### src/core/cwf_map.vh
// cwf_map.vh: timing figures and derived cycle counts for the
// per-channel wake, time-out and protection logic.
// assumes a 20 mhz system clock; included by the channel controller.
`ifndef CWF_MAP_VH
`define CWF_MAP_VH

`define CWF_CLK_HZ 20000000
// wake phase thresholds, nanoseconds (range 500..3000)
`define CWF_WAKE_DOM_NS 2000
`define CWF_WAKE_REC_NS 2000
// low-power receiver glitch filter, nanoseconds (range 500..3000)
`define CWF_FILTER_NS 1000
// wake pattern window and tx dominant time-out, microseconds
`define CWF_WAKE_TO_US 3000
`define CWF_TXDOM_TO_US 3000

// least times round up, longest times round down
`define CWF_WAKE_DOM_CYC ((`CWF_WAKE_DOM_NS * 20 + 999) / 1000)
`define CWF_WAKE_REC_CYC ((`CWF_WAKE_REC_NS * 20 + 999) / 1000)
`define CWF_FILTER_CYC ((`CWF_FILTER_NS * 20 + 999) / 1000)
`define CWF_WAKE_TO_CYC (`CWF_WAKE_TO_US * 20)
`define CWF_TXDOM_TO_CYC (`CWF_TXDOM_TO_US * 20)

// counter widths
`define CWF_SHORT_W 8
`define CWF_LONG_W 17

`endif

### src/core/cwf_ctrl.v
// cwf_ctrl.v: two independent can transceiver channel controllers:
// wake pattern detection, tx dominant time-out, undervoltage and
// overtemperature handling. bus, supply and temperature inputs come
// in as digital flags synchronous to clk.
// counters assume the map's figures fit their widths.
//
// How it works
// - each channel owns its wake detector
// - wake needs dominant, recessive, dominant phases
// - short interposed bits are ignored
// - pattern must finish in wake window
// - rx held high until wake event
// - after wake, rx mirrors filtered bus
// - phases under filter time are not seen
// - normal mode, timeout, standby undervoltage reset detector
// - tx low edge starts dominant timer
// - tx low too long disables transmitter
// - tx high clears dominant timer
// - each channel has its own timer
// - undriven tx and mode inputs read high
// - standby undervoltage forces low-power, ignores select
// - after undervoltage, tx ignored until seen high
// - switch-off undervoltage floats bus pins
// - overtemperature disables bus drivers
// - drivers return once tx goes high
// - per-channel supply and thermal supervision
// - select low normal, high low-power
// - wake phase thresholds within 0.5..3 us
// - wake window within 0.8..6.5 ms
// - tx dominant timeout within 0.8..6.5 ms
`timescale 1ns/100ps
`include "cwf_map.vh"

module cwf_chan #(
  parameter integer WAKE_TO_CYC = `CWF_WAKE_TO_CYC,
  parameter integer TXDOM_TO_CYC = `CWF_TXDOM_TO_CYC
) (
  // clock and reset
  input wire clk,
  input wire srst,
  // host side; pads pulled high, so floating reads 1
  input wire tx_data_in,
  input wire lowpower_select,
  output reg rx_data_out,
  // bus side: 1 = recessive
  input wire bus_rec_lp,
  input wire bus_rec_norm,
  output wire drv_dominant,
  output wire bus_float,
  // supervision flags
  input wire uv_standby,
  input wire uv_switchoff,
  input wire over_temp,
  // status
  output wire normal_mode,
  output wire wake_flag
);
  localparam [1:0] ST_IDLE = 2'h0;
  localparam [1:0] ST_DOM1 = 2'h1;
  localparam [1:0] ST_REC = 2'h2;
  localparam [1:0] ST_DOM2 = 2'h3;
  // figures worked out as integers, then cut to the counter widths;
  // every count in the map fits, so the cut loses nothing
  localparam integer DOM_CYC_I = `CWF_WAKE_DOM_CYC;
  localparam integer REC_CYC_I = `CWF_WAKE_REC_CYC;
  localparam integer FLT_CYC_I = `CWF_FILTER_CYC;
  localparam [7:0] DOM_CYC = DOM_CYC_I[7:0];
  localparam [7:0] REC_CYC = REC_CYC_I[7:0];
  localparam [7:0] FLT_CYC = FLT_CYC_I[7:0];
  localparam [16:0] WIN_LIM = WAKE_TO_CYC[16:0];
  localparam [16:0] TXTO_LIM = TXDOM_TO_CYC[16:0];
  // run counter stops here instead of wrapping back to a short run
  localparam [7:0] PH_MAX = 8'hff;

  reg [1:0] st_q;
  reg [7:0] flt_cnt_q;
  reg flt_bus_q;
  reg [7:0] ph_cnt_q;
  reg [16:0] win_cnt_q;
  reg woke_q;
  reg [16:0] txto_cnt_q;
  reg txto_q;
  reg tx_prev_q;
  reg uv_lock_q;
  reg ot_lock_q;
  wire lp_mode;
  wire tx_eff;
  wire mode_forced;
  wire drv_block;
  wire det_abort;
  wire win_expired;

  // undervoltage overrides select; select high is low-power
  assign mode_forced = uv_standby | uv_switchoff;
  assign lp_mode = mode_forced | lowpower_select;
  assign normal_mode = ~lp_mode;
  assign wake_flag = woke_q;
  assign tx_eff = tx_data_in | uv_lock_q;
  // any fail-safe holds the driver off, whatever tx asks for
  assign drv_block = txto_q | ot_lock_q | over_temp;
  // idle inputs read high, so a floating host never drives dominant
  assign drv_dominant = normal_mode & ~tx_eff & ~drv_block;
  assign bus_float = uv_switchoff;
  // leaving low-power or a standby undervoltage drops a pattern in progress
  assign det_abort = !lp_mode || uv_standby;
  // window counts only while a pattern is under way
  assign win_expired = (st_q != ST_IDLE) && (win_cnt_q >= WIN_LIM - 17'h1);

  // low-power receiver filter: accept new level after stable time
  // any bounce restarts the count: a hold-off, not a vote
  always @(posedge clk) begin
    if (srst) begin
      flt_cnt_q <= 8'h00;
      flt_bus_q <= 1'b1;
    end else if (bus_rec_lp == flt_bus_q) begin
      flt_cnt_q <= 8'h00;
    end else if (flt_cnt_q >= FLT_CYC - 8'h01) begin
      flt_bus_q <= bus_rec_lp;
      flt_cnt_q <= 8'h00;
    end else begin
      flt_cnt_q <= flt_cnt_q + 8'h01;
    end
  end

  // wake detector; phase counter measures the run of the filtered level st_q hunts for
  // the steps of the pattern live in st_q; the window only runs
  // once the first dominant phase has been accepted
  always @(posedge clk) begin
    if (srst) begin
      st_q <= ST_IDLE;
      ph_cnt_q <= 8'h00;
      win_cnt_q <= 17'h00000;
      woke_q <= 1'b0;
    end else if (det_abort) begin
      st_q <= ST_IDLE;
      ph_cnt_q <= 8'h00;
      win_cnt_q <= 17'h00000;
      // a supply dip keeps a wake already seen, normal mode clears it
      woke_q <= uv_standby ? woke_q : 1'b0;
    end else if (win_expired) begin
      st_q <= ST_IDLE;
      ph_cnt_q <= 8'h00;
      win_cnt_q <= 17'h00000;
    end else begin
      if (st_q != ST_IDLE)
        win_cnt_q <= win_cnt_q + 17'h1;
      // count run length; short interposed runs never reach a limit
      if (flt_bus_q != tx_prev_dummy(st_q))
        ph_cnt_q <= 8'h00;
      else if (ph_cnt_q != PH_MAX)
        ph_cnt_q <= ph_cnt_q + 8'h01;
      case (st_q)
        ST_IDLE: begin
          if (phase_done(!flt_bus_q, ph_cnt_q, DOM_CYC)) begin
            st_q <= ST_DOM1;
            win_cnt_q <= 17'h00000;
            ph_cnt_q <= 8'h00;
          end
        end
        ST_DOM1: begin
          if (phase_done(flt_bus_q, ph_cnt_q, REC_CYC)) begin
            st_q <= ST_REC;
            ph_cnt_q <= 8'h00;
          end
        end
        ST_REC: begin
          if (phase_done(!flt_bus_q, ph_cnt_q, DOM_CYC)) begin
            st_q <= ST_IDLE;
            woke_q <= 1'b1;
            ph_cnt_q <= 8'h00;
          end
        end
        default: st_q <= ST_IDLE;
      endcase
    end
  end

  // level the current state is hunting for: 0 dominant, 1 recessive
  function tx_prev_dummy;
    input [1:0] s;
    begin
      tx_prev_dummy = (s == ST_DOM1) ? 1'b1 : 1'b0;
    end
  endfunction

  // a phase counts once the filtered level has stood long enough;
  // the two-cycle allowance covers the run counter's own lag
  function phase_done;
    input lvl_ok;
    input [7:0] cnt;
    input [7:0] lim;
    begin
      phase_done = lvl_ok && (cnt >= lim - 8'h02);
    end
  endfunction

  // tx dominant time-out timer, own per channel
  // runs in low-power too; harmless, the driver is off there anyway
  // the flag stays set until tx returns high, so no retry storm
  always @(posedge clk) begin
    if (srst) begin
      tx_prev_q <= 1'b1;
      txto_cnt_q <= 17'h00000;
      txto_q <= 1'b0;
    end else begin
      tx_prev_q <= tx_eff;
      if (tx_eff) begin
        txto_cnt_q <= 17'h00000;
        txto_q <= 1'b0;
      end else if (tx_prev_q) begin
        txto_cnt_q <= 17'h00001;
      end else if (txto_cnt_q >= TXTO_LIM) begin
        txto_q <= 1'b1;
      end else begin
        txto_cnt_q <= txto_cnt_q + 17'h1;
      end
    end
  end

  // recovery locks: tx must be seen high before driving again
  // a new fault in the clearing cycle wins, keeping the lock set
  always @(posedge clk) begin
    if (srst) begin
      uv_lock_q <= 1'b0;
      ot_lock_q <= 1'b0;
    end else begin
      if (mode_forced)
        uv_lock_q <= 1'b1;
      else if (tx_data_in)
        uv_lock_q <= 1'b0;
      if (over_temp)
        ot_lock_q <= 1'b1;
      else if (tx_data_in)
        ot_lock_q <= 1'b0;
    end
  end

  // rx: normal receiver, or filtered bus once woken, else high
  // registered so the host never sees a decode glitch
  always @(posedge clk) begin
    if (srst)
      rx_data_out <= 1'b1;
    else if (normal_mode)
      rx_data_out <= bus_rec_norm;
    else if (woke_q)
      rx_data_out <= flt_bus_q;
    else
      rx_data_out <= 1'b1;
  end
endmodule

module cwf_ctrl #(
  // time-outs are parameters so a bench can shorten them
  parameter integer WAKE_TO_CYC = `CWF_WAKE_TO_CYC,
  parameter integer TXDOM_TO_CYC = `CWF_TXDOM_TO_CYC
) (
  // clock and reset
  input wire clk,
  input wire srst,
  // host side, bit n is channel n
  input wire [1:0] tx_data_in,
  input wire [1:0] lowpower_select,
  output wire [1:0] rx_data_out,
  // bus side
  input wire [1:0] bus_rec_lp,
  input wire [1:0] bus_rec_norm,
  output wire [1:0] drv_dominant,
  output wire [1:0] bus_float,
  // supervision, one per channel
  input wire [1:0] uv_standby,
  input wire [1:0] uv_switchoff,
  input wire [1:0] over_temp,
  // status
  output wire [1:0] normal_mode,
  output wire [1:0] wake_flag
);
  // two fully separate channels
  // nothing is shared between them but clock and reset
  genvar i;
  generate
    for (i = 0; i < 2; i = i + 1) begin : g_ch
      cwf_chan #(
        .WAKE_TO_CYC(WAKE_TO_CYC),
        .TXDOM_TO_CYC(TXDOM_TO_CYC)
      ) u_ch (
        .clk(clk),
        .srst(srst),
        .tx_data_in(tx_data_in[i]),
        .lowpower_select(lowpower_select[i]),
        .rx_data_out(rx_data_out[i]),
        .bus_rec_lp(bus_rec_lp[i]),
        .bus_rec_norm(bus_rec_norm[i]),
        .drv_dominant(drv_dominant[i]),
        .bus_float(bus_float[i]),
        .uv_standby(uv_standby[i]),
        .uv_switchoff(uv_switchoff[i]),
        .over_temp(over_temp[i]),
        .normal_mode(normal_mode[i]),
        .wake_flag(wake_flag[i])
      );
    end
  endgenerate
endmodule

### config.mk
export PLATFORM = sky130hd
export DESIGN_NAME = cwf_ctrl
export DESIGN_NICKNAME = d
export VERILOG_FILES = /design/src/core/cwf_ctrl.v
export VERILOG_INCLUDE_DIRS = /design/src /design/src/core
export SDC_FILE = /design/constraint.sdc
export NUM_CORES = 1
export LEC_CHECK = 0
export ABC_AREA = 1
export BUFFER_PORTS_ARGS = -buffer_cell sky130_fd_sc_hd__buf_2
export CAP_MARGIN = 20
export CORE_UTILIZATION = 58
export CTS_BUF_LIST = sky130_fd_sc_hd__clkbuf_4 sky130_fd_sc_hd__clkbuf_8
export CTS_CLUSTER_DIAMETER = 50
export DETAILED_ROUTE_END_ITERATION = 16
export PLACE_DENSITY_LB_ADDON = 0.1
export SLEW_MARGIN = 10
export SYNTH_ARGS = -nofsm -noshare
export SYNTH_HDL_FRONTEND = slang
export SYNTH_SLANG_ARGS = --single-unit
### constraint.sdc
create_clock -name clk -period 1.5 [get_ports clk]
set_input_delay 0.075 -clock clk [delete_from_list [all_inputs] [get_ports clk]]
set_output_delay 0.075 -clock clk [all_outputs]
set_load 0.005 [all_outputs]
Yosys cells after proc, flatten, opt, wreduce, memory -nomap -nowiden
Cells that the tools add are included.
{ "op_classes": {"n_addsub": 8, "order_cmp": 8, "n_eq_ne": 22, "muxes": 50, "bitwise": 24, "reduce_logical": 42} }
{ "ops": {"columns": ["op", "count"], "rows": [
  ["2-to-1 mux 17 bit", 6],
  ["adder 17 x 1 -> 17 bit (second input constant)", 4],
  ["greater-or-equal comparator 17 x 16 -> 1 bit (second input constant)", 4],
  ["2-to-1 mux 8 bit", 8],
  ["adder 8 x 1 -> 8 bit (second input constant)", 4],
  ["one-hot mux 8 bit (2 select lines)", 2],
  ["2-to-1 mux 1 bit", 26],
  ["nonzero test 2 bit", 10],
  ["OR reduction 3 bit", 6],
  ["greater-or-equal comparator 8 x 5 -> 1 bit (second input constant)", 2],
  ["greater-or-equal comparator 8 x 6 -> 1 bit (second input constant)", 2],
  ["inequality test 2 x 1 -> 1 bit (second input constant)", 8],
  ["inequality test 8 bit (second input constant)", 2],
  ["2-to-1 mux 2 bit", 6],
  ["one-hot mux 2 bit (3 select lines)", 2],
  ["inverter 1 bit", 10],
  ["OR 1 bit", 10],
  ["inequality test 2 bit (second input constant)", 4],
  ["AND reduction 2 bit", 4],
  ["AND reduction 4 bit", 2],
  ["OR reduction 2 bit", 4],
  ["logical AND 1 bit", 6],
  ["AND reduction 3 bit", 2],
  ["bitwise AND 1 bit", 4],
  ["other kinds (7)", 16]
]} }
{ "totals": {"register_bits": 118, "input_bits": 16, "output_inout_bits": 10, "word_cells": 180} }

Depth between registers and ports, before layout
Gate-level depths: netlist of run 1.
{ "logic_depth": {"depth_word": 6, "ltp_mapped": 12, "mapped_depth_nobuf": 11} }

Modules after synthesis
A second synthesis of run 1 with hierarchy kept.
{ "hier_totals": {"hier_cells": 1052, "hier_area_um2": 6839.1} }
{ "by_module_without_submodules": {"columns": ["mod", "n_inst", "cells_each", "area_each_um2", "seq_area_each_um2"], "rows": [
  ["cwf_chan at g_ch[1].u_ch", 1, 529, 3464.6, 1181.1],
  ["cwf_chan at g_ch[0].u_ch", 1, 523, 3374.5, 1181.1]
]} }

Worst setup path before layout of run 1
Ideal clock, no wire load.
{ "synth_path": {"path_kind": "reg-to-reg", "start": "register g_ch[1].u_ch.ph_cnt_q[1]", "end": "register g_ch[1].u_ch.win_cnt_q[13]", "setup_ns": 0.119, "arrival_time_ns": 1.327, "required_ns": 1.381, "path_slack_ns": 0.054, "stages_incl_launch_ff": 12, "path_buffers": 1, "period_less_slack_ns": 1.446, "path_cell_list": "dfxtp_1 -> ha_1 -> nand2_1 -> nand3_1 -> nand2_1 -> nand2_1 -> nand2_1 -> nor2_1 -> inv_1 -> nand3_4 -> buf_6 -> nor2_2"} }
{ "synth_via": {"elab_chain_len": 4} }
{ "synth_lines": {"columns": ["item", "line", "rtl"], "rows": [
  ["start: declaration", "cwf_ctrl.v:78", "reg [7:0] ph_cnt_q;"],
  ["start signal: assignment", "cwf_ctrl.v:151", "ph_cnt_q <= ph_cnt_q + 8'h01;"],
  ["greater-or-equal comparator 8 x 6 -> 1 bit", "cwf_ctrl.v:193", "phase_done = lvl_ok && (cnt >= lim - 8'h02);"],
  ["logical AND 1 bit", "cwf_ctrl.v:193", null],
  ["2-to-1 mux 17 bit", "cwf_ctrl.v:154", "if (phase_done(!flt_bus_q, ph_cnt_q, DOM_CYC)) begin"],
  ["2-to-1 mux 17 bit", "cwf_ctrl.v:152", "case (st_q)"],
  ["end signal: assignment", "cwf_ctrl.v:146", "win_cnt_q <= win_cnt_q + 17'h1;"],
  ["end: declaration", "cwf_ctrl.v:79", "reg [16:0] win_cnt_q;"]
]} }
No other way between the ends.
A chain may end at the register's enable or synchronous reset.

Worst setup path in the final report of run 1
{ "layout_path": {"start": "register g_ch[1].u_ch.win_cnt_q[0]", "end": "register g_ch[1].u_ch.win_cnt_q[15]"} }
{ "layout_via": {"elab_chain_len": 4, "elab_cells_between_ends": 7, "cone_classes": "add/sub (1); order compare (1); mux (3); reduce/logical (2)"} }
{ "layout_lines": {"columns": ["item", "line", "rtl"], "rows": [
  ["adder 17 x 1 -> 17 bit", "cwf_ctrl.v:146", null],
  ["2-to-1 mux 17 bit", "cwf_ctrl.v:145", "if (st_q != ST_IDLE)"],
  ["2-to-1 mux 17 bit", "cwf_ctrl.v:154", null],
  ["2-to-1 mux 17 bit", "cwf_ctrl.v:152", null]
]} }
Several ways; a longest one is shown, not always the timed one.

==> PnR_summary.wiki, run 1 <==
{| class="wikitable"
! Metric !! Value
|-
| Startpoint of the most critical setup path || g_ch[1].u_ch.win_cnt_q[0]
|-
| Startpoint of the worst register-to-register path || g_ch[1].u_ch.win_cnt_q[0]
|-
| Critical path class || reg -> reg
|-
| Hold Crit Class || in -> reg
|-
| Clock H-tree levels || 4
|-
| Cell area power density || 760.5 nW/um2
|-
| TritonCTS buffer count || 17
|-
| Share of the clock period used by the worst path after layout || 1.045
|-
| CP Data Required Time || 1880 ps
|-
| Area share of the largest cell type after synthesis || 0.3744
|-
| Worst slew margin relative to its limit || 0.5372
|-
| Rows || 37
|-
| Final count of pins violating max slew || 0
|-
| Placer's final routability congestion estimate || 0.8806
|-
| Clock latency of the later-clocked register in the worst-skew pair || 450 ps
|-
| Overall Power || 6.303 mW
|-
| Core ar. || 10420 um2
|-
| Clock tree from TritonCTS || built
|-
| Number of max-cap violations || 0
|-
| CTS sink count || 118
|-
| Number of fill cells in the layout || 736
|-
| DRT Wirelength || 15.61 mm
|-
| Main flop type after synthesis || sky130_fd_sc_hd__dfxtp_1
|-
| Startpoint types || register
|-
| Net count of the finished layout || 1115
|-
| Residual DRC || 0
|-
| Worst ir drop on vdd || 1.066 mV
|-
| Synth top cells by count || sky130_fd_sc_hd__nand2_1 (236), sky130_fd_sc_hd__nor2_1 (142), sky130_fd_sc_hd__inv_1 (120), sky130_fd_sc_hd__dfxtp_1 (118), sky130_fd_sc_hd__nand3_1 (78)
|-
| Initial antenna violation count || 0
|-
| Largest net degree at the start of global routing || 19
|-
| Initial standard-cell utilization of the core || 0.6058
|-
| Final antenna diode count || 0
|-
| Largest area contributor in the synthesized netlist || sky130_fd_sc_hd__dfxtp_1
|-
| Distinct cell type count of the synthesized netlist || 38
|-
| CTS clock-pin slew for the worst setup and hold paths || 70 ps
|-
| Synth warnings || 0
|-
| Hold Path Origin || lowpower_select[0]
|-
| Vias in the first global route || 5695
|-
| First-pass GRT wire length || 23.83 mm
|-
| Die Height || 106.3 um
|-
| Mean instance size in the synthesized netlist || 6.635 um2
|-
| Violations in the final reports || negative setup slack
|-
| Area added between synthesis and finish || 31.35%
|-
| DR pass1 iterations || 7
|-
| DIE WIDTH || 106.3 um
|-
| Synthesis-stage register bit count || 118
|-
| Fraction of final layout cells with drive strength greater than 1 || 0.2632
|-
| First DRT Iteration DRCs || 331
|-
| Largest fanout on the critical path || 8
|-
| Portion of the post-synthesis area used by sequential elements || 0.3744
|-
| Final HPWL from detailed placement || 9.837 mm
|-
| Average detailed-routed wire length per instance || 12.65 um
|-
| Total of endpoints with negative setup slack in the final report || 27
|-
| Instance count of the mapped netlist || 951
|-
| Die area || 11300 um2
|-
| Share of synthesized registers carrying an async set or reset || 0
|-
| Via total after detailed routing || 6335
|-
| IO Count || 26
|-
| Cell with the most instances after synthesis || sky130_fd_sc_hd__nand2_1
|-
| Overall Global Routing Usage || 0.2611
|-
| Setup WS pre-CTS || -106.6 ps
|-
| Reg-to-reg slack, setup || -70 ps
|-
| IO Port Bufs || 25
|-
| Buffer type at the clock tree root || sky130_fd_sc_hd__clkbuf_8
|-
| Synthesized area || 6310 um2
|-
| Least setup slack across all paths after layout || -67.81 ps
|-
| DP Cell Count || 1175
|-
| Standby leakage power || 3.442 nW
|-
| Overflow left after global routing || 0
|-
| Result of the run || finished, violations left
|-
| Measured slew at the worst slew-check pin || 691.7 ps
|-
| Vias per Instance || 5.134
|-
| Setup TNS || -776.8 ps
|-
| Non-filler instance count after layout || 1234
|-
| Clock Path Buffers || 2
|-
| Critical path data arrival time || 1950 ps
|-
| Final Hold Fails || 0
|-
| Setup repair after global routing missed its margin || yes
|-
| Time the worst path needs with I/O delays and setup || 1568 ps
|-
| Endpoint kind of the worst setup timing path || register
|-
| Clock Skews || 9.874 ps
|-
| Achievable Freq || 0.6378 GHz
|-
| DRT antenna net count || 0
|-
| EDFF count, synth || 0
|-
| Largest cells by area after synthesis || sky130_fd_sc_hd__dfxtp_1 (37%), sky130_fd_sc_hd__nand2_1 (14%), sky130_fd_sc_hd__nor2_1 (8.4%)
|}
## per-layer routing
layer | GRT usage | vias to the layer above | wire length (um)
met2 | 0.4550 | 117 | 7957
met4 | 0.1081 | 0 | 421
li1 | - | 3284 | -
met3 | 0.06438 | 41 | 497
met5 | 0 | - | 0
met1 | 0.3044 | 2893 | 6728
## kinds of logic (layout without fill, tap and decap cells)
logic type | count (synthesis) | count (layout) | share of synthesized area
AO/OA/AOI/OAI | 103 | 103 | 0.09141
XOR/XNOR | 32 | 32 | 0.04442
adder cells (fa/ha/maj) | 12 | 12 | 0.02379
buffers and inverters | 151 | 292 | 0.1013
flip-flops | 118 | 118 | 0.3744
other | 1 | 6 | 0.0005943
AND/OR/NAND/NOR | 534 | 535 | 0.3641
## registers in the layout (all words and copies together) (netlist names)
register	flops
g_ch.u_ch.win_cnt_q	34
g_ch.u_ch.ot_lock_q	2
g_ch.u_ch.rx_data_out	2
g_ch.u_ch.uv_lock_q	2
g_ch.u_ch.ph_cnt_q	16
g_ch.u_ch.st_q	4
g_ch.u_ch.flt_cnt_q	16
g_ch.u_ch.flt_bus_q	2
g_ch.u_ch.txto_q	2
g_ch.u_ch.tx_prev_q	2
g_ch.u_ch.txto_cnt_q	34
g_ch.u_ch.wake_flag	2
## what timing repair did
item / in CTS / in global routing
buffers inserted: 3 / 5
gates cloned: 1 / 4
setup endpoints to repair: 45 / 88
gates resized for setup: 19 / 129
pin swaps: 5 / 38
hold buffers: 16 / 0
endpoints found under the hold margin: 13 / 0
## critical path, stage by stage (launching register included)
cell and delay (ps):
sky130_fd_sc_hd__dfxtp_2 340, sky130_fd_sc_hd__buf_4 140, sky130_fd_sc_hd__nand3_2 90, sky130_fd_sc_hd__nor2_2 50, sky130_fd_sc_hd__nor2_2 130, sky130_fd_sc_hd__nor2_2 70, sky130_fd_sc_hd__o21ai_4 280, sky130_fd_sc_hd__nand3_4 240
sky130_fd_sc_hd__nor2_2 160
## cell usage in the layout, fill, tap and decap left out, types with 4 or more instances in the layout
master,Yosys,routed
sky130_fd_sc_hd__nand2_1,236,218
sky130_fd_sc_hd__inv_1,120,112
sky130_fd_sc_hd__nor2_1,142,109
sky130_fd_sc_hd__dfxtp_1,118,100
sky130_fd_sc_hd__buf_4,12,87
sky130_fd_sc_hd__nand3_1,78,63
sky130_fd_sc_hd__a21oi_1,55,49
sky130_fd_sc_hd__nor2_2,11,36
sky130_fd_sc_hd__xor2_1,30,30
sky130_fd_sc_hd__buf_2,10,25
sky130_fd_sc_hd__nand4_1,22,22
sky130_fd_sc_hd__o21ai_0,25,21
sky130_fd_sc_hd__nor3_1,26,20
sky130_fd_sc_hd__clkbuf_8,0,20
sky130_fd_sc_hd__dfxtp_2,0,16
sky130_fd_sc_hd__dlygate4sd3_1,0,16
sky130_fd_sc_hd__nand2_2,2,14
sky130_fd_sc_hd__inv_2,4,12
sky130_fd_sc_hd__nand3_2,1,12
sky130_fd_sc_hd__nor2_4,1,9
sky130_fd_sc_hd__o211ai_1,9,9
sky130_fd_sc_hd__ha_1,12,7
sky130_fd_sc_hd__nor3_2,2,6
sky130_fd_sc_hd__nand3_4,1,6
sky130_fd_sc_hd__a21oi_2,0,6
sky130_fd_sc_hd__o21bai_1,6,6
sky130_fd_sc_hd__conb_1,1,6
sky130_fd_sc_hd__nand2_4,0,5
sky130_fd_sc_hd__clkinv_2,0,4
sky130_fd_sc_hd__buf_6,2,4
## area by class of cell
type / instances / area (um2) / share of cell area
Sequential cell: 118 / 2390 / 0.2883
Inverter: 125 / 469.2 / 0.05661
Multi-Input combinational cell: 688 / 3780 / 0.4561
Tap cell: 136 / 170.2 / 0.02053
Clock buffer: 21 / 282.8 / 0.03412
Clock inverter: 9 / 102.6 / 0.01238
Timing Repair Buffer: 137 / 1094 / 0.1319
## power breakdown
part	switching (mW)	internal, mW
Clock	1.26	1.59
Sequential	0.0179	3.16
Combinational	0.152	0.123
Total	1.43	4.87
## worst paths after layout
kind                                     end  cells after the start
hold / removal      g_ch[0].u_ch.rx_data_out                      5
hold reg to reg    g_ch[1].u_ch.flt_cnt_q[0]                      1
setup / recovery  g_ch[1].u_ch.win_cnt_q[15]                      8
setup reg to reg  g_ch[1].u_ch.win_cnt_q[15]                      8
## stage by stage
step | hold WS [ps] | instance area, um2 | utilization
after floorplan | 144.1 | 6329 | -
after global placement | 293.3 | 7097 | 0.6813
after detailed placement | 292.4 | 7097 | 0.6813
after CTS | 31.10 | 7749 | 0.7439
after global routing | 100.8 | 8288 | 0.7957
final | 55.50 | 8288 | 0.7957
(Power assumes the default switching activity.)
==> run 2, diff against run 1 <==
Settings changed: CORE_UTILIZATION 58 to 60, PLACE_DENSITY from default to 0.78, PLACE_DENSITY_LB_ADDON 0.1 to default.
Clock period 1.5 ns to 1.6 ns, I/O delays scaled along.
==> run 2 against run 1 <==
Wire length decreased by 7.3%. The run now ends clean. Fmax fell by 0.14%. Sequential share of layout area is 1.8 points higher. Register-to-register slack improved by 98 ps. Via count decreased by 2.6%. First-iteration DRC count shrank 3.9%. Die area is 3.3% lower. Non-clock buffer count shrank 40. Global-route usage up 0.88 points. Clock skew decreased by 3.8 ps. Critical path depth fell by 1. Critical endpoint is now g_ch[1].u_ch.win_cnt_q[6].
==> PnR_summary.wiki, run 2 (same netlist as run 1, synthesis figures left out) <==
{| class="wikitable"
! Metric !! Value
|-
| Clock Path Buffers || 2 (unchanged)
|-
| Overall Global Routing Usage || 0.2699 (+0.008776)
|-
| Placer's final routability congestion estimate || 0.8450 (-4.0%)
|-
| Worst ir drop on vdd || 0.7984 mV (-25%)
|-
| DR pass1 iterations || 5 (-2)
|-
| Share of power burned in registers || 0.497 (-0.007)
|-
| Largest net degree at the start of global routing || 19 (unchanged)
|-
| Initial antenna violation count || 0 (unchanged)
|-
| Final Hold Fails || 0 (unchanged)
|-
| Net switching component of the power || 1.364 mW (-4.5%)
|-
| Rows || 37 (unchanged)
|-
| Most common cell after layout, fill and taps aside || sky130_fd_sc_hd__nand2_1
|-
| Buffer type at the clock tree root || sky130_fd_sc_hd__clkbuf_8
|-
| TritonCTS buffer count || 17 (unchanged)
|-
| Net count of the finished layout || 1075 (-3.6%)
|-
| Total of endpoints with negative setup slack in the final report || 0 (-100%)
|-
| Registers with the most flip-flops || g_ch.u_ch.txto_cnt_q x34, g_ch.u_ch.win_cnt_q x34
|-
| Share of the core filled with cells || 0.7552 (-0.04050)
|-
| Overflow left after global routing || 0 (unchanged)
|-
| Fraction of final layout cells with drive strength greater than 1 || 0.1830 (-0.08019)
|-
| CTS sink count || 118 (unchanged)
|-
| CP Data Required Time || 1980 ps (+100 ps)
|-
| CTS clock-pin slew for the worst setup and hold paths || 70 ps (about the same)
|-
| Final HPWL from detailed placement || 9.743 mm (-0.96%)
|-
| Core ar. || 10280 um2 (-1.3%)
|-
| Residual DRC || 0 (unchanged)
|-
| Final antenna diode count || 0 (unchanged)
|-
| Final count of pins violating max slew || 0 (unchanged)
|-
| Worst slew margin relative to its limit || 0.5498 (+0.01267)
|-
| Overall Power || 5.996 mW (-4.9%)
|-
| Result of the run || finished, final reports clean
|-
| Vias in the first global route || 5639 (-0.98%)
|-
| Count of buffering cells on the critical path with inverters included || 1 (unchanged)
|-
| Startpoint types || register
|-
| Vias per Instance || 5.160 (+0.51%)
|-
| P_int || 4.632 mW (-5.0%)
|-
| First DRT Iteration DRCs || 318 (-3.9%)
|-
| Stage delay of the slowest cell on the critical path || 340 ps (about the same)
|-
| Die Height || 104.6 um (-1.6%)
|-
| First-pass GRT wire length || 23.95 mm (+0.49%)
|-
| Share of the clock period used by the worst path after layout || 0.9813 (-0.06391)
|-
| Measured slew at the worst slew-check pin || 672.8 ps (-18.93 ps)
|-
| Clock tree from TritonCTS || built
|-
| Critical path class || reg -> reg
|-
| Time the worst path needs with I/O delays and setup || 1570 ps (+2.264 ps)
|-
| IO Port Bufs || 25 (unchanged)
|-
| Die area || 10930 um2 (-3.3%)
|-
| Number of max-cap violations || 0 (unchanged)
|-
| Endpoint kind of the worst setup timing path || register
|-
| Net switching fraction of the power || 0.2274 (+0.0008039)
|-
| Cell area power density || 772.5 nW/um2 (+1.6%)
|-
| DRT antenna net count || 0 (unchanged)
|-
| Combinational cell fraction of total power || 0.040 (-0.004)
|-
| Largest fanout on the critical path || 8 (unchanged)
|-
| Setup repair after global routing missed its margin || yes
|-
| Crit-path slowest cell || sky130_fd_sc_hd__dfxtp_1
|-
| Setup TNS || 0 ps (+776.8 ps)
|-
| Clock Skews || 6.055 ps (-3.819 ps)
|-
| Average detailed-routed wire length per instance || 12.10 um (-4.3%)
|-
| Clock H-tree levels || 4 (unchanged)
|-
| DRT Wirelength || 14.47 mm (-7.3%)
|-
| Area added between synthesis and finish || 23.00%
|-
| Clock latency of the later-clocked register in the worst-skew pair || 440 ps (about the same)
|-
| Hold Crit Class || in -> reg
|-
| CP cell instances || inv_1 -> nand2_1 -> a21oi_2 -> nand2_2 -> o21ai_4 -> nand3_4 -> nor2_2
|-
| Via total after detailed routing || 6171 (-2.6%)
|-
| Achievable Freq || 0.6369 GHz (-0.14%)
|-
| Initial standard-cell utilization of the core || 0.6140 (+0.008186)
|-
| Highest-count cells in the layout ignoring fill and taps || sky130_fd_sc_hd__nand2_1 (223), sky130_fd_sc_hd__nor2_1 (132), sky130_fd_sc_hd__inv_1 (118), sky130_fd_sc_hd__dfxtp_1 (108), sky130_fd_sc_hd__nand3_1 (71)
|-
| Standby leakage power || 3.180 nW (-7.6%)
|-
| Kind of cell adding the most delay to the critical path || simple AND/OR/NAND/NOR gates
|-
| Critical path data arrival time || 1950 ps (about the same)
|-
| IO Count || 26 (unchanged)
|-
| Clock share of power || 0.463 (+0.011)
|-
| DIE WIDTH || 104.6 um (-1.6%)
|}
==> run 2: metrics by stage <==
step                      area (um2)  hold slack [ps]  instances  setup WS (ps)
after global placement          6854            298.0       1141          42.07
after detailed placement        6854            312.5       1141         -46.12
after floorplan                 6329            149.1        956          154.4
after CTS                       7445            5.490       1190         -3.503
final                           7761            22.89       1196          29.93
after global routing            7761            33.60       1196         -49.10
==> run 2: routing by layer <==
layer	part of all wire	routed length (um)	track usage
met5	0	0	0
met3	0.039	562	0.06488
met2	0.50	7174	0.4688
met4	0.015	214	0.1000
met1	0.45	6517	0.3219
==> run 2: area by class of cell <==
cell class / count / area, um2
repair buffers: 97 / 767.0
fillers: 843 / 2516
flip-flops and latches: 118 / 2375
clock inverters: 13 / 157.7
inverters: 125 / 469.2
multi-input cells: 688 / 3573
well taps: 136 / 170.2
clock buffers: 19 / 249.0
==> run 2: worst paths after layout <==
kind,start,end,slack [ps],cells after the start
min reg2reg,g_ch[0].u_ch.flt_cnt_q[0],g_ch[0].u_ch.flt_cnt_q[0],460,1
max reg2reg,g_ch[1].u_ch.win_cnt_q[12],g_ch[1].u_ch.win_cnt_q[6],30,7
min,lowpower_select[1],g_ch[1].u_ch.rx_data_out,20,5
max,g_ch[1].u_ch.win_cnt_q[12],g_ch[1].u_ch.win_cnt_q[6],30,7
==> run 2: timing repair <==
action                                  4_1_cts  5_1_grt
endpoints found under the setup margin       17       65
endpoints found under the hold margin        15        0
pin swaps                                     1       19
hold buffers                                 16        0
setup buffers                                 0        3
gates cloned                                  1        3
gates resized for setup                       4       64
==> run 2: power by group through the flow <==
| stage | logic [mW] | clock network (mW) | registers, mW |
|---|---|---|---|
| floorplan | 0.109 | 0 | 3.04 |
| global placement | 0.172 | 0 | 3.05 |
| detailed placement | 0.174 | 0 | 3.05 |
| CTS | 0.210 | 2.83 | 2.98 |
| global route | 0.260 | 2.95 | 2.98 |
| finish | 0.239 | 2.78 | 2.98 |
==> run 2: worst reg2reg max path, cell delays in order, from the launching register on <==
cell and delay [ps]:
sky130_fd_sc_hd__dfxtp_1 340, sky130_fd_sc_hd__inv_1 150, sky130_fd_sc_hd__nand2_1 90, sky130_fd_sc_hd__a21oi_2 170, sky130_fd_sc_hd__nand2_2 100, sky130_fd_sc_hd__o21ai_4 290
sky130_fd_sc_hd__nand3_4 230, sky130_fd_sc_hd__nor2_2 150
==> run 3, diff against run 2 <==
Settings changed: CORE_MARGIN from default to 10.
==> run 3 against run 2 <==
The run now ends with negative hold slack left. First-iteration DRC count rose by 81%. Fmax rose by 1.9%. Largest cell class unchanged. Combinational power fell by 5%. Sequential share of layout area rose by 0.14 points. Critical path type unchanged. Worst hold slack got worse by 24 ps. Flip-flop and latch count did not move. Setup slack improved by 30 ps. Die area rose by 37%. Design area fell by 0.61%.
==> PnR_summary.wiki, run 3 (same netlist as run 1, synthesis figures left out) <==
{| class="wikitable"
! Metric !! Value
|-
| Overflow left after global routing || 0 (unchanged)
|-
| Final antenna diode count || 0 (unchanged)
|-
| First-pass GRT wire length || 24.65 mm (+2.9%)
|-
| Critical path data arrival time || 1920 ps (-30 ps)
|-
| CP cell instances || inv_2 -> ha_1 -> nand2_1 -> nand3_1 -> nand2_1 -> nand2_2 -> nand2_2 -> nor2_1 -> inv_2 -> nand3_4 -> nor2_2
|-
| Total of endpoints with negative setup slack in the final report || 0 (unchanged)
|-
| Worst Reg2Reg Path Length in Cells || 11 (+4)
|-
| Worst reg2reg endpoint || g_ch[1].u_ch.win_cnt_q[16]
|-
| Violations in the final reports || negative hold slack
|-
| Critical path class || reg -> reg
|-
| Clock Skews || 12.58 ps (+6.523 ps)
|-
| Vias in the first global route || 5557 (-1.5%)
|-
| Vias per Instance || 5.197 (+0.72%)
|-
| DR pass1 iterations || 7 (+2)
|-
| DRT Wirelength || 14.68 mm (+1.4%)
|-
| Final hold slack || -1.604 ps (-24.50 ps)
|-
| Startpoint of the most critical setup path || g_ch[1].u_ch.ph_cnt_q[0]
|-
| First DRT Iteration DRCs || 577 (+81%)
|-
| Setup Buffers After CTS || 0 (unchanged)
|-
| Hold Crit Class || in -> reg
|-
| Initial antenna violation count || 0 (unchanged)
|-
| Die area || 15020 um2 (+37%)
|-
| Die Height || 122.6 um (+17%)
|-
| Startpoint types || register
|-
| TritonCTS buffer count || 17 (unchanged)
|-
| Stage delay of the slowest cell on the critical path || 360 ps (+20 ps)
|-
| Share of the clock period used by the worst path after layout || 0.9627 (-0.01861)
|-
| Most common cell after layout, fill and taps aside || sky130_fd_sc_hd__nand2_1
|-
| IO Port Bufs || 25 (unchanged)
|-
| Via total after detailed routing || 6158 (-0.21%)
|-
| DP Cell Count || 1135 (-0.53%)
|-
| Final count of pins violating max slew || 0 (unchanged)
|-
| Clock tree from TritonCTS || built
|-
| Instance count along the most critical hold path || 5 (unchanged)
|-
| Min-Delay Endpoint || g_ch[1].u_ch.rx_data_out
|-
| Placer's final routability congestion estimate || 0.9287 (+9.9%)
|-
| Residual DRC || 0 (unchanged)
|-
| Number of fill cells in the layout || 800 (-5.1%)
|-
| Setup repair after global routing missed its margin || yes
|-
| Reg-to-reg slack, setup || 60 ps (+30 ps)
|-
| Cell area power density || 842.5 nW/um2 (+9.1%)
|-
| IO Count || 26 (unchanged)
|-
| Standby leakage power || 3.134 nW (-1.4%)
|-
| Worst ir drop on vdd || 0.5979 mV (-25%)
|-
| Result of the run || finished, violations left
|-
| Overall Global Routing Usage || 0.1976 (-0.07230)
|-
| Number of max-cap violations || 0 (unchanged)
|-
| Rows || 37 (unchanged)
|-
| Largest net degree at the start of global routing || 19 (unchanged)
|-
| Buffer type at the clock tree root || sky130_fd_sc_hd__clkbuf_8
|-
| DIE WIDTH || 122.6 um (+17%)
|-
| Fraction of final layout cells with drive strength greater than 1 || 0.1764 (-0.006660)
|-
| Clock H-tree levels || 4 (unchanged)
|-
| Achievable Freq || 0.6492 GHz (+1.9%)
|-
| Initial standard-cell utilization of the core || 0.6140 (unchanged)
|-
| Final HPWL from detailed placement || 9.923 mm (+1.9%)
|-
| Clock Path Buffers || 2 (unchanged)
|-
| Average detailed-routed wire length per instance || 12.39 um (+2.4%)
|-
| Largest fanout on the critical path || 8 (unchanged)
|-
| Hold Path Origin || lowpower_select[1]
|-
| Crit-path slowest cell || sky130_fd_sc_hd__dfxtp_2
|-
| Clock latency of the later-clocked register in the worst-skew pair || 450 ps (about the same)
|-
| CTS sink count || 118 (unchanged)
|-
| Non-filler instance count after layout || 1185 (-0.92%)
|-
| Core ar. || 10280 um2 (unchanged)
|-
| DRT antenna net count || 0 (unchanged)
|-
| Time the worst path needs with I/O delays and setup || 1540 ps (-29.78 ps)
|-
| Area added between synthesis and finish || 22.25%
|-
| Highest-count cells in the layout ignoring fill and taps || sky130_fd_sc_hd__nand2_1 (224), sky130_fd_sc_hd__nor2_1 (128), sky130_fd_sc_hd__inv_1 (115), sky130_fd_sc_hd__dfxtp_1 (111), sky130_fd_sc_hd__nand3_1 (72)
|-
| Endpoint kind of the worst setup timing path || register
|-
| Registers with the most flip-flops || g_ch.u_ch.txto_cnt_q x34, g_ch.u_ch.win_cnt_q x34
|-
| Final Hold Fails || 1 (+1)
|-
| Net count of the finished layout || 1064 (-1.0%)
|-
| CP Data Required Time || 1980 ps (about the same)
|-
| CTS clock-pin slew for the worst setup and hold paths || 70 ps (about the same)
|-
| Startpoint of the worst register-to-register path || g_ch[1].u_ch.ph_cnt_q[0]
|}
run 3: cell count changes in the layout (fill, tap and decap cells not counted), moves of 2 or more:
cell                        before  now
sky130_fd_sc_hd__buf_4          50   42
sky130_fd_sc_hd__dfxtp_1       108  111
sky130_fd_sc_hd__nor2_1        132  128
sky130_fd_sc_hd__inv_6           0    2
sky130_fd_sc_hd__inv_1         118  115
sky130_fd_sc_hd__nand3_2         7    5
sky130_fd_sc_hd__nor2_2         20   24
sky130_fd_sc_hd__clkbuf_8       17   21
sky130_fd_sc_hd__dfxtp_2        10    7
sky130_fd_sc_hd__bufinv_16       3    5
sky130_fd_sc_hd__clkinv_2        4    0
run 3: worst max path at each step:
stage	cells after the start	end
2_1_floorplan	11	g_ch[1].u_ch.win_cnt_q[13]
3_3_place_gp	11	g_ch[1].u_ch.win_cnt_q[5]
3_5_place_dp	11	g_ch[1].u_ch.win_cnt_q[16]
4_1_cts	9	g_ch[0].u_ch.ph_cnt_q[0]
5_1_grt	10	g_ch[1].u_ch.win_cnt_q[16]
6_report	11	g_ch[1].u_ch.win_cnt_q[16]
run 3: power by group:
part           switching [mW]  internal (mW)
Clock                    1.24           2.05
Sequential             0.0176           2.96
Combinational           0.129         0.0978
run 3: critical path: cells and delay by family (launching register included):
kind / cells / cell delay [ps]
flip-flops: 1 / 360
buffers and inverters: 2 / 150
AND/OR/NAND/NOR: 8 / 780
adder cells (fa/ha/maj): 1 / 190
run 3: metal layers:
layer / vias up / track usage / wire, um
met1: 2786 / 0.2522 / 6891
met2: 151 / 0.3197 / 6820
met3: 25 / 0.04086 / 681
met5: - / 0 / 0
met4: 0 / 0.08100 / 284
li1: 3196 / - / -
run 3: timing repair:
action                                  CTS  global route
pin swaps                                 0             9
hold buffers                             17             0
hold endpoints to repair                 15             0
gates cloned                              1             1
endpoints found under the setup margin   20            74
gates resized for setup                   6            65
run 3: final cells by class:
cell class	instances	area (um2)	share of cell area
timing repair buffer	86	656.9	0.08516
sequential	118	2371	0.3074
multi-input combinational	688	3552	0.4605
inverter	125	476.7	0.06180
clock buffer	22	296.5	0.03844
tap	136	170.2	0.02206
clock inverter	10	190.2	0.02466
run 3: per-stage QoR:
| stage | power (mW) | util | worst slack (ps) | TNS (ps) | cell area [um2] |
|---|---|---|---|---|---|
| 6_report | 6.498 | 0.7505 | 59.71 | 0 | 7714 |
| 5_1_grt | 6.712 | 0.7505 | -66.58 | -520.1 | 7714 |
| 4_1_cts | 6.527 | 0.7289 | 3.503 | 0 | 7491 |
| 3_5_place_dp | 3.219 | 0.6613 | -19.11 | -43.86 | 6797 |
| 3_3_place_gp | 3.217 | 0.6613 | 48.67 | 0 | 6797 |
| 2_1_floorplan | 3.151 | - | 154.4 | 0 | 6329 |
